==> config.mk <==
export PLATFORM = sky130hd
export DESIGN_NAME = tbp_timer_pwm
export DESIGN_NICKNAME = d
export VERILOG_FILES = /design/src/logic/tbp_pwm_chan.v /design/src/logic/tbp_timer_pwm.v
export VERILOG_INCLUDE_DIRS = /design/src /design/src/logic
export SDC_FILE = /design/constraint.sdc
export NUM_CORES = 1
export LEC_CHECK = 0
export CAP_MARGIN = 20
export CORE_ASPECT_RATIO = 0.9
export CORE_MARGIN = 8
export CORE_UTILIZATION = 25
export DETAILED_ROUTE_END_ITERATION = 7
export DONT_BUFFER_PORTS = 1
export PLACE_DENSITY_LB_ADDON = 0.05
export SLEW_MARGIN = 20
export SYNTH_ARGS = -nofsm -noshare
export SYNTH_HDL_FRONTEND = slang
export SYNTH_HIERARCHICAL = 1
export SYNTH_SLANG_ARGS = --single-unit
==> constraint.sdc <==
create_clock -name sys_clk -period 10.2 [get_ports sys_clk]
set_input_delay 1.53 -clock sys_clk [delete_from_list [all_inputs] [get_ports sys_clk]]
set_output_delay 1.53 -clock sys_clk [all_outputs]
set_load 0.01 [all_outputs]
==> src/logic/tbp_consts.vh <==
`ifndef TBP_CONSTS_VH
`define TBP_CONSTS_VH
// block base and register indexes (byte address = 4 * low six bits of index)
`define TBP_BASE 32'h50003400
`define TBP_IDX_T0_CTRL 32'h50003400
`define TBP_IDX_ON 32'h50003402
`define TBP_IDX_HIGH 32'h50003404
`define TBP_IDX_LOW 32'h50003406
`define TBP_IDX_A_RISE 32'h50003408
`define TBP_IDX_B_RISE 32'h5000340A
`define TBP_IDX_C_RISE 32'h5000340C
`define TBP_IDX_A_FALL 32'h5000340E
`define TBP_IDX_B_FALL 32'h50003410
`define TBP_IDX_C_FALL 32'h50003412
`define TBP_IDX_PERIOD 32'h50003414
`define TBP_IDX_TRI_CTRL 32'h50003416
`define TBP_IDX_BR_CFG 32'h50003418
`define TBP_IDX_BR_MAX 32'h5000341A
`define TBP_IDX_BR_MIN 32'h5000341C
`define TBP_IDX_BR_CTRL 32'h5000341E
// decoded word slot: awaddr[7:2] equals low six bits of index
`define TBP_SLOT_MSB 7
`define TBP_SLOT_LSB 2
`define TBP_SLOT_W 6
// field positions
`define TBP_POS_W 14
`define TBP_TRI_CLK_SEL 3
`define TBP_TRI_HW_HOLD 2
`define TBP_TRI_SW_HOLD 1
`define TBP_TRI_EN 0
`define TBP_T0_RUN 0
`define TBP_BR_RUN 0
`define TBP_BR_POL 1
// reset values
`define TBP_TRI_CTRL_RST 4'hC
`define TBP_BR_STEP_RST 8'h01
`define TBP_BR_DIV_RST 8'hFF
`define TBP_BR_MAX_RST 8'h0A
`define TBP_BR_MIN_RST 8'h01
// timing
`define TBP_SYS_HZ 100000000
`define TBP_SLOW_HZ 32000
`define TBP_SLOW_CYC (`TBP_SYS_HZ / `TBP_SLOW_HZ)
`define TBP_BR_HZ 16000000
`define TBP_BR_CYC (`TBP_SYS_HZ / `TBP_BR_HZ)
`define TBP_DIV_W 12
// axi responses
`define TBP_RESP_OKAY 2'h0
`define TBP_RESP_SLVERR 2'h2
`endif

==> src/logic/tbp_pwm_chan.v <==
`include "tbp_consts.vh"
module tbp_pwm_chan
(
  // clock and reset
  input wire sys_clk,
  input wire reset,
  // shared timing
  input wire runEn,
  input wire [`TBP_POS_W-1:0] periodSet,
  input wire [`TBP_POS_W-1:0] periodCnt,
  // channel settings
  input wire [`TBP_POS_W-1:0] risePos,
  input wire [`TBP_POS_W-1:0] fallPos,
  // pin
  output reg chanOut
);
  wire forcedLow;
  wire forcedHigh;
  assign forcedLow = (risePos > periodSet) || (fallPos == risePos);
  assign forcedHigh = (fallPos > periodSet) && !(risePos > periodSet);
  always @(posedge sys_clk or posedge reset)
  begin
    if (reset)
      chanOut <= 1'b0;
    else if (!runEn || forcedLow)
      chanOut <= 1'b0;
    else if (forcedHigh)
      chanOut <= 1'b1;
    else if (periodCnt == risePos)
      chanOut <= 1'b1;
    else if (periodCnt == fallPos)
      chanOut <= 1'b0;
  end
endmodule // tbp_pwm_chan

==> src/logic/tbp_timer_pwm.v <==
// Overview of operation
// - writing on-time reload sets reload; reading returns live on-time counter.
// - writing high-phase reload sets reload; reading returns main phase counter.
// - writing low-phase reload sets reload; reading returns main phase counter.
// - each channel rises when shared counter reaches its 14-bit rise position.
// - channel stays low if rise exceeds period or fall equals rise.
// - each channel falls when shared counter reaches its 14-bit fall position.
// - channel stays high if fall exceeds period and rise does not.
// - one shared 14-bit period; period is timer clock times setting plus one.
// - control bit 3 picks fast clock (1) or slow clock (0); resets 1.
// - control bit 2 lets hardware pause the channels; resets 1.
// - control bit 0 enables the three-channel generator; resets 0.
// - step field 15:8 holds duty for step plus one breath periods; resets 1.
// - divider field 7:0 sets breath rate 16MHz over divider plus one; resets FF.
// - ceiling value sets highest breath duty; resets 0xA.
// - floor value sets lowest breath duty; resets 0x1.
// - timer run bit 0 holds timer in reset; 1 lets it run.
// - breath run bit starts breathing; resets 0.
// - breath idle-level bit sets output level while idle.
//
// Chosen here: the AXI4-Lite register port.
`include "tbp_consts.vh"
module tbp_timer_pwm
(
  // clock and reset
  input wire sys_clk,
  input wire reset,
  // axi4-lite write address
  input wire [31:0] s_axi_awaddr,
  input wire s_axi_awvalid,
  output wire s_axi_awready,
  // axi4-lite write data
  input wire [31:0] s_axi_wdata,
  input wire [3:0] s_axi_wstrb,
  input wire s_axi_wvalid,
  output wire s_axi_wready,
  // axi4-lite write response
  output reg [1:0] s_axi_bresp,
  output reg s_axi_bvalid,
  input wire s_axi_bready,
  // axi4-lite read address
  input wire [31:0] s_axi_araddr,
  input wire s_axi_arvalid,
  output wire s_axi_arready,
  // axi4-lite read data
  output reg [31:0] s_axi_rdata,
  output reg [1:0] s_axi_rresp,
  output reg s_axi_rvalid,
  input wire s_axi_rready,
  // system hold request
  input wire hwHoldReq,
  // pins
  output reg timerAOut,
  output wire [2:0] chanOut,
  output reg rampOut
);
  // registers
  reg timerARun_reg;
  reg [15:0] onTimeReload_reg;
  reg [15:0] highPhaseReload_reg;
  reg [15:0] lowPhaseReload_reg;
  reg [`TBP_POS_W-1:0] riseA_reg;
  reg [`TBP_POS_W-1:0] riseB_reg;
  reg [`TBP_POS_W-1:0] riseC_reg;
  reg [`TBP_POS_W-1:0] fallA_reg;
  reg [`TBP_POS_W-1:0] fallB_reg;
  reg [`TBP_POS_W-1:0] fallC_reg;
  reg [`TBP_POS_W-1:0] periodSet_reg;
  reg [3:0] triCtrl_reg;
  reg [7:0] rampHoldPeriods_reg;
  reg [7:0] rampClockDivider_reg;
  reg [7:0] rampDutyCeiling_reg;
  reg [7:0] rampDutyFloor_reg;
  reg rampRun_reg;
  reg rampIdleLevel_reg;
  // axi write side
  reg awHave_reg;
  reg wHave_reg;
  reg [`TBP_SLOT_W-1:0] awSlot_reg;
  reg awHit_reg;
  reg [31:0] wData_reg;
  reg [3:0] wStrb_reg;
  wire wrGo;
  wire [15:0] wMerged;
  // timer a
  reg [15:0] onTimeCounter_reg;
  reg [15:0] mainPhaseCounter_reg;
  reg phaseHigh_reg;
  // shared period
  reg [`TBP_DIV_W-1:0] slowDiv_reg;
  reg [`TBP_POS_W-1:0] periodCnt_reg;
  wire slowTick;
  wire [31:0] slowReload;
  wire triTick;
  wire triRun;
  wire triHeld;
  // breath
  reg [`TBP_DIV_W-1:0] brDiv_reg;
  reg [7:0] brCnt_reg;
  reg [7:0] brHold_reg;
  reg [7:0] brDuty_reg;
  reg brUp_reg;
  wire brTick;
  wire [31:0] brReload;
  wire brWrap;

  // slot decode helper
  function [`TBP_SLOT_W-1:0] slotOf;
    input [31:0] idx;
    begin
      slotOf = idx[`TBP_SLOT_W-1:0];
    end
  endfunction

  function isMapped;
    input [31:0] addr;
    reg [`TBP_SLOT_W-1:0] s;
    begin
      s = addr[`TBP_SLOT_MSB:`TBP_SLOT_LSB];
      isMapped = (addr[1:0] == 2'h0) && (addr[31:`TBP_SLOT_MSB+1] == 24'h000000)
        && (s <= slotOf(`TBP_IDX_BR_CTRL));
    end
  endfunction

  // write channel: address and data taken independently, response after both
  assign s_axi_awready = !awHave_reg && !s_axi_bvalid;
  assign s_axi_wready = !wHave_reg && !s_axi_bvalid;
  assign wrGo = awHave_reg && wHave_reg && !s_axi_bvalid;
  assign wMerged = {wStrb_reg[1] ? wData_reg[15:8] : 8'h00,
    wStrb_reg[0] ? wData_reg[7:0] : 8'h00};

  always @(posedge sys_clk or posedge reset)
  begin
    if (reset)
    begin
      awHave_reg <= 1'b0;
      wHave_reg <= 1'b0;
      awSlot_reg <= 6'h00;
      awHit_reg <= 1'b0;
      wData_reg <= 32'h00000000;
      wStrb_reg <= 4'h0;
      s_axi_bvalid <= 1'b0;
      s_axi_bresp <= `TBP_RESP_OKAY;
    end
    else
    begin
      if (s_axi_awvalid && s_axi_awready)
      begin
        awHave_reg <= 1'b1;
        awSlot_reg <= s_axi_awaddr[`TBP_SLOT_MSB:`TBP_SLOT_LSB];
        awHit_reg <= isMapped(s_axi_awaddr);
      end
      if (s_axi_wvalid && s_axi_wready)
      begin
        wHave_reg <= 1'b1;
        wData_reg <= s_axi_wdata;
        wStrb_reg <= s_axi_wstrb;
      end
      if (wrGo)
      begin
        awHave_reg <= 1'b0;
        wHave_reg <= 1'b0;
        s_axi_bvalid <= 1'b1;
        s_axi_bresp <= awHit_reg ? `TBP_RESP_OKAY : `TBP_RESP_SLVERR;
      end
      else if (s_axi_bready)
        s_axi_bvalid <= 1'b0;
    end
  end

  // register writes (only bytes with strobe merge; unstrobed bytes are written as zero)
  always @(posedge sys_clk or posedge reset)
  begin
    if (reset)
    begin
      timerARun_reg <= 1'b0;
      onTimeReload_reg <= 16'h0000;
      highPhaseReload_reg <= 16'h0000;
      lowPhaseReload_reg <= 16'h0000;
      riseA_reg <= 14'h0000;
      riseB_reg <= 14'h0000;
      riseC_reg <= 14'h0000;
      fallA_reg <= 14'h0000;
      fallB_reg <= 14'h0000;
      fallC_reg <= 14'h0000;
      periodSet_reg <= 14'h0000;
      triCtrl_reg <= `TBP_TRI_CTRL_RST;
      rampHoldPeriods_reg <= `TBP_BR_STEP_RST;
      rampClockDivider_reg <= `TBP_BR_DIV_RST;
      rampDutyCeiling_reg <= `TBP_BR_MAX_RST;
      rampDutyFloor_reg <= `TBP_BR_MIN_RST;
      rampRun_reg <= 1'b0;
      rampIdleLevel_reg <= 1'b0;
    end
    else if (wrGo && awHit_reg && wStrb_reg[1:0] != 2'h0)
    begin
      case (awSlot_reg)
        slotOf(`TBP_IDX_T0_CTRL): timerARun_reg <= wMerged[`TBP_T0_RUN];
        slotOf(`TBP_IDX_ON): onTimeReload_reg <= wMerged;
        slotOf(`TBP_IDX_HIGH): highPhaseReload_reg <= wMerged;
        slotOf(`TBP_IDX_LOW): lowPhaseReload_reg <= wMerged;
        slotOf(`TBP_IDX_A_RISE): riseA_reg <= wMerged[`TBP_POS_W-1:0];
        slotOf(`TBP_IDX_B_RISE): riseB_reg <= wMerged[`TBP_POS_W-1:0];
        slotOf(`TBP_IDX_C_RISE): riseC_reg <= wMerged[`TBP_POS_W-1:0];
        slotOf(`TBP_IDX_A_FALL): fallA_reg <= wMerged[`TBP_POS_W-1:0];
        slotOf(`TBP_IDX_B_FALL): fallB_reg <= wMerged[`TBP_POS_W-1:0];
        slotOf(`TBP_IDX_C_FALL): fallC_reg <= wMerged[`TBP_POS_W-1:0];
        slotOf(`TBP_IDX_PERIOD): periodSet_reg <= wMerged[`TBP_POS_W-1:0];
        slotOf(`TBP_IDX_TRI_CTRL): triCtrl_reg <= wMerged[3:0];
        slotOf(`TBP_IDX_BR_CFG):
        begin
          rampHoldPeriods_reg <= wMerged[15:8];
          rampClockDivider_reg <= wMerged[7:0];
        end
        slotOf(`TBP_IDX_BR_MAX): rampDutyCeiling_reg <= wMerged[7:0];
        slotOf(`TBP_IDX_BR_MIN): rampDutyFloor_reg <= wMerged[7:0];
        slotOf(`TBP_IDX_BR_CTRL):
        begin
          rampRun_reg <= wMerged[`TBP_BR_RUN];
          rampIdleLevel_reg <= wMerged[`TBP_BR_POL];
        end
        default: timerARun_reg <= timerARun_reg;
      endcase
    end
  end

  // read channel: one cycle to data
  assign s_axi_arready = !s_axi_rvalid;

  always @(posedge sys_clk or posedge reset)
  begin
    if (reset)
    begin
      s_axi_rvalid <= 1'b0;
      s_axi_rdata <= 32'h00000000;
      s_axi_rresp <= `TBP_RESP_OKAY;
    end
    else if (s_axi_arvalid && s_axi_arready)
    begin
      s_axi_rvalid <= 1'b1;
      s_axi_rresp <= isMapped(s_axi_araddr) ? `TBP_RESP_OKAY : `TBP_RESP_SLVERR;
      case (s_axi_araddr[`TBP_SLOT_MSB:`TBP_SLOT_LSB])
        slotOf(`TBP_IDX_T0_CTRL): s_axi_rdata <= {31'h00000000, timerARun_reg};
        slotOf(`TBP_IDX_ON): s_axi_rdata <= {16'h0000, onTimeCounter_reg};
        slotOf(`TBP_IDX_HIGH): s_axi_rdata <= {16'h0000, mainPhaseCounter_reg};
        slotOf(`TBP_IDX_LOW): s_axi_rdata <= {16'h0000, mainPhaseCounter_reg};
        slotOf(`TBP_IDX_A_RISE): s_axi_rdata <= {18'h00000, riseA_reg};
        slotOf(`TBP_IDX_B_RISE): s_axi_rdata <= {18'h00000, riseB_reg};
        slotOf(`TBP_IDX_C_RISE): s_axi_rdata <= {18'h00000, riseC_reg};
        slotOf(`TBP_IDX_A_FALL): s_axi_rdata <= {18'h00000, fallA_reg};
        slotOf(`TBP_IDX_B_FALL): s_axi_rdata <= {18'h00000, fallB_reg};
        slotOf(`TBP_IDX_C_FALL): s_axi_rdata <= {18'h00000, fallC_reg};
        slotOf(`TBP_IDX_PERIOD): s_axi_rdata <= {18'h00000, periodSet_reg};
        slotOf(`TBP_IDX_TRI_CTRL): s_axi_rdata <= {28'h0000000, triCtrl_reg};
        slotOf(`TBP_IDX_BR_CFG):
          s_axi_rdata <= {16'h0000, rampHoldPeriods_reg, rampClockDivider_reg};
        slotOf(`TBP_IDX_BR_MAX): s_axi_rdata <= {24'h000000, rampDutyCeiling_reg};
        slotOf(`TBP_IDX_BR_MIN): s_axi_rdata <= {24'h000000, rampDutyFloor_reg};
        slotOf(`TBP_IDX_BR_CTRL):
          s_axi_rdata <= {30'h00000000, rampIdleLevel_reg, rampRun_reg};
        default: s_axi_rdata <= 32'h00000000;
      endcase
      if (!isMapped(s_axi_araddr))
        s_axi_rdata <= 32'h00000000;
    end
    else if (s_axi_rready)
      s_axi_rvalid <= 1'b0;
  end

  // timer a: on-time counter and high/low main phase counter
  always @(posedge sys_clk or posedge reset)
  begin
    if (reset)
    begin
      onTimeCounter_reg <= 16'h0000;
      mainPhaseCounter_reg <= 16'h0000;
      phaseHigh_reg <= 1'b1;
      timerAOut <= 1'b0;
    end
    else if (!timerARun_reg)
    begin
      onTimeCounter_reg <= onTimeReload_reg;
      mainPhaseCounter_reg <= highPhaseReload_reg;
      phaseHigh_reg <= 1'b1;
      timerAOut <= 1'b0;
    end
    else
    begin
      onTimeCounter_reg <= (onTimeCounter_reg == 16'h0000) ? onTimeReload_reg
        : onTimeCounter_reg - 16'h0001;
      timerAOut <= phaseHigh_reg;
      if (mainPhaseCounter_reg == 16'h0000)
      begin
        phaseHigh_reg <= !phaseHigh_reg;
        mainPhaseCounter_reg <= phaseHigh_reg ? lowPhaseReload_reg : highPhaseReload_reg;
      end
      else
        mainPhaseCounter_reg <= mainPhaseCounter_reg - 16'h0001;
    end
  end

  // shared period counter for the three channels
  assign slowTick = (slowDiv_reg == 12'h000);
  assign slowReload = `TBP_SLOW_CYC - 1;
  assign triTick = triCtrl_reg[`TBP_TRI_CLK_SEL] ? 1'b1 : slowTick;
  assign triHeld = triCtrl_reg[`TBP_TRI_SW_HOLD]
    || (triCtrl_reg[`TBP_TRI_HW_HOLD] && hwHoldReq);
  assign triRun = triCtrl_reg[`TBP_TRI_EN];

  always @(posedge sys_clk or posedge reset)
  begin
    if (reset)
    begin
      slowDiv_reg <= 12'h000;
      periodCnt_reg <= 14'h0000;
    end
    else
    begin
      slowDiv_reg <= slowTick ? slowReload[`TBP_DIV_W-1:0] : slowDiv_reg - 12'h001;
      if (!triRun)
        periodCnt_reg <= 14'h0000;
      else if (triTick && !triHeld)
        periodCnt_reg <= (periodCnt_reg >= periodSet_reg) ? 14'h0000
          : periodCnt_reg + 14'h0001;
    end
  end

  tbp_pwm_chan chanA
  (
    .sys_clk(sys_clk),
    .reset(reset),
    .runEn(triRun),
    .periodSet(periodSet_reg),
    .periodCnt(periodCnt_reg),
    .risePos(riseA_reg),
    .fallPos(fallA_reg),
    .chanOut(chanOut[0])
  );
  tbp_pwm_chan chanB
  (
    .sys_clk(sys_clk),
    .reset(reset),
    .runEn(triRun),
    .periodSet(periodSet_reg),
    .periodCnt(periodCnt_reg),
    .risePos(riseB_reg),
    .fallPos(fallB_reg),
    .chanOut(chanOut[1])
  );
  tbp_pwm_chan chanC
  (
    .sys_clk(sys_clk),
    .reset(reset),
    .runEn(triRun),
    .periodSet(periodSet_reg),
    .periodCnt(periodCnt_reg),
    .risePos(riseC_reg),
    .fallPos(fallC_reg),
    .chanOut(chanOut[2])
  );

  // breathing output
  assign brTick = (brDiv_reg == 12'h000);
  assign brReload = `TBP_BR_CYC - 1;
  assign brWrap = brTick && (brCnt_reg >= rampClockDivider_reg);

  always @(posedge sys_clk or posedge reset)
  begin
    if (reset)
    begin
      brDiv_reg <= 12'h000;
      brCnt_reg <= 8'h00;
      brHold_reg <= 8'h00;
      brDuty_reg <= `TBP_BR_MIN_RST;
      brUp_reg <= 1'b1;
      rampOut <= 1'b0;
    end
    else if (!rampRun_reg)
    begin
      brDiv_reg <= 12'h000;
      brCnt_reg <= 8'h00;
      brHold_reg <= 8'h00;
      brDuty_reg <= rampDutyFloor_reg;
      brUp_reg <= 1'b1;
      rampOut <= rampIdleLevel_reg;
    end
    else
    begin
      brDiv_reg <= brTick ? brReload[`TBP_DIV_W-1:0] : brDiv_reg - 12'h001;
      rampOut <= (brCnt_reg < brDuty_reg) ^ rampIdleLevel_reg;
      if (brTick)
        brCnt_reg <= brWrap ? 8'h00 : brCnt_reg + 8'h01;
      if (brWrap)
      begin
        if (brHold_reg >= rampHoldPeriods_reg)
        begin
          brHold_reg <= 8'h00;
          if (brUp_reg)
          begin
            if (brDuty_reg >= rampDutyCeiling_reg)
            begin
              brUp_reg <= 1'b0;
              brDuty_reg <= rampDutyCeiling_reg;
            end
            else
              brDuty_reg <= brDuty_reg + 8'h01;
          end
          else if (brDuty_reg <= rampDutyFloor_reg)
          begin
            brUp_reg <= 1'b1;
            brDuty_reg <= rampDutyFloor_reg;
          end
          else
            brDuty_reg <= brDuty_reg - 8'h01;
        end
        else
          brHold_reg <= brHold_reg + 8'h01;
      end
    end
  end
endmodule // tbp_timer_pwm

==> results.py <==
metrics = {
    "outcome": {
        "status": "finished clean",
    },
    "power_and_ir_drop": {
        "leakagePower_nw": 10.2,
        "max-vdd-ir-drop_mv": 0.134,
        "total_power_mw": 3.48,
        "p_sw_share_pct": 31.4,
        "power.share.clock_pct": 44.8,
        "sequentialPowerShare_pct": 42.1,
        "cell_internal_pwr_mw": 2.38,
        "netSwitchingPower_mw": 1.09,
        "pwr-share-comb_pct": 13.1,
        "p_per_area_nw_per_um2": 152,
    },
    "worst_setup_path": {
        "cp-start-kind": "input pin",
        "end_kind": "register",
        "cp_slowest_stage_delay_ps": 940,
        "crit_path_top_delay_cell": "nor4_1",
        "cp.arrival_ps": 4600,
        "crit_chain": "nand2_1 > nor4_1 > nand2_1 > a41oi_1 > a21o_1",
        "crit_path_max_fanout": 19,
        "reg2reg_setup_slack_ps": 6450,
        "worstPathRequired_ps": 10740,
        "cpMostUsedCell": "nand2_1",
        "path_class": "in -> reg",
    },
    "timing": {
        "fin_crit_sh_pct": 39.8,
        "finalSetupViolCount": 0,
        "rsz0062_at_grt": "false",
        "whs_ps": 468,
        "tightest_slew_ps": 1090,
        "slew_headroom_pct": 27.1,
        "setup_ws_ps": 6140,
        "period_needed_ps": 4060,
        "slew_viol_final": 0,
        "tns_ps": 0,
        "max_freq_ghz": 0.246,
        "skew_ps": 30.6,
        "hold_violations": 0,
    },
    "clocking": {
        "cts_tree": "done",
        "clk_pin_slew_ps": 60,
        "clock_latency_ps": 610,
        "cts_setup_buffers": 0,
        "cts_root_buf": "clkbuf_16",
        "htree_levels": 2,
        "cts_max_path_buffers": 3,
        "cts-resized-gates": 0,
        "cts_buffers": 44,
        "cts.sinks": 333,
        "cts_hold_buf": 0,
    },
    "finish": {
        "final_layout_size_suffix_gt1_share_pct": 10.9,
        "syn_to_final_growth_pct": 13.3,
        "fin_util_pct": 28.7,
        "final_area_um2": 22800,
        "layoutNonFillerInstCount": 3210,
        "fin_nets": 2380,
    },
    "floorplan": {
        "dieWidth_um": 315,
        "io_pins": 154,
        "die_area_um2": 89900,
        "row_count": 98,
        "core_area_um2": 79600,
        "initial_core_util_pct": 25.3,
        "die_y_um": 285,
    },
    "flow_run": {
        "maxCapViolCount": 0,
    },
    "global_routing": {
        "antenna_found_initial": 4,
        "grt_pass1_vias": 16583,
        "grt_usage_pct": 18.8,
        "grt_pass1_wl_um": 123000,
        "grt_overflow": 0,
        "grt_max_degree": 171,
    },
    "detailed_routing": {
        "antenna_left": 0,
        "first_iter_violations": 1173,
        "post_drt_wl_per_cell_um": 26.8,
        "drc_errors": 0,
        "viasPerCell": 5.06,
        "num_vias": 16251,
        "first_pass_iters": 5,
        "wirelength_um": 86000,
    },
    "place": {
        "dp.cells": 3125,
        "post_dp_cell_area_um2": 21300,
        "io_buffers": 0,
        "pre_cts_ws_ps": 5500,
        "globalplace.congestion": 0.869,
        "dp_hpwl_um": 63200,
    },
    "logic_synthesis": {
        "synthArstFlopShare_pct": 100,
        "yosysUniqueCellTypes": 74,
        "ys.flop_type": "dfrtp_1",
        "ys_warn_count": 6,
        "synth-seq-cells": 333,
        "syn_area_per_cell_um2": 9.50,
        "synth_edf_count": 0,
        "netlist_instances": 2121,
        "netlist_area_um2": 20100,
        "yosysSeqAreaShare_pct": 41.5,
    },
    "hold_path": {
        "hp-class": "reg -> reg",
    },
}
-- kinds of logic after synthesis --
| kind of cell | count (synthesis) | synth area share [%] |
|---|---|---|
| buffers and inverters | 216 | 4.44 |
| multiplexers | 92 | 5.11 |
| flip-flops | 333 | 41.5 |
| AND/OR/NAND/NOR | 646 | 15.6 |
| XOR/XNOR | 180 | 7.86 |
| adder cells (fa/ha/maj) | 150 | 9.32 |
| AO/OA/AOI/OAI | 503 | 16.2 |
| other | 1 | 0.0186 |
-- cells in the mapped netlist (14+ instances only) --
cell	n	area share [%]
a21o_1	30	1.1
a21oi_1	98	2.4
a221oi_1	26	1.1
a22o_1	26	1.1
a22oi_1	21	0.78
a31oi_1	17	0.53
and2_1	18	0.56
buf_4	19	0.71
clkbuf_1	59	1.1
dfrtp_1	316	39
dfstp_2	17	2.2
ha_1	150	9.3
inv_1	126	2.3
mux2_2	86	4.8
nand2_1	231	4.3
nand2b_1	22	0.68
nand3_1	60	1.5
nand4_1	51	1.6
nor2_1	122	2.3
nor3_1	39	0.97
nor4_1	35	1.1
o21ai_0	177	4.4
o22ai_1	16	0.50
or3_1	14	0.43
xnor2_1	105	4.6
xor2_1	74	3.2
-- worst max-delay path: cells and delay by family --
family / cells / cell delay [ps]
compound gates: 2 / 810
simple gates: 3 / 2230
-- final timing paths --
kind / startpoint / to / cells after the start
worst max-delay path: s_axi_arvalid / s_axi_rdata[9] / 5
worst min register to register: slowDiv_reg[11] / slowDiv_reg[11] / 1
worst min-delay path: slowDiv_reg[11] / slowDiv_reg[11] / 1
min in group asynchronous: reset / chanA/chanOut / 1
worst max register to register: s_axi_rvalid / s_axi_rdata[9] / 6
max in group asynchronous: reset / s_axi_rdata[8] / 3
-- cell type report --
cell class	instances	area, um^2
flip-flops and latches	333	8350
multi-input cells	1589	11000
clock inverters	11	110
repair buffers	28	243
clock buffers	70	1310
diodes	3	7.51
fillers	8299	56800
inverters	126	477
well taps	1050	1310
-- power groups by stage --
stage | Clock [mW] | Combinational (mW) | Sequential, mW
after global routing | 1.66 | 0.489 | 1.48
after detailed placement | 0 | 0.469 | 1.49
after global placement | 0 | 0.470 | 1.49
final | 1.56 | 0.456 | 1.46
after CTS | 1.61 | 0.470 | 1.47
after floorplan | 0 | 0.227 | 1.43
-- cell usage in the layout (no fill, tap or decap), types with 30 or more instances in the layout --
master     Yosys  layout
dfrtp_1      316     316
nand2_1      231     231
o21ai_0      177     177
ha_1         150     150
inv_1        126     125
nor2_1       122     121
xnor2_1      105     105
a21oi_1       98      98
mux2_2        86      86
xor2_1        74      74
nand3_1       60      57
nand4_1       51      51
clkbuf_16      0      44
nor3_1        39      37
nor4_1        35      34
a21o_1        30      30
-- layer usage --
metal  wire length, um  up-vias  part of all wire, %  GRT usage [%]
li1                  -     7605                    -              -
met1             38600     8051                   45           25.0
met2             38500      442                   45           29.5
met3              5370      147                  6.2           4.24
met4              3510        6                  4.1           7.11
met5                47        -                0.055              0
Note: power is estimated with default switching activity, not from simulation.
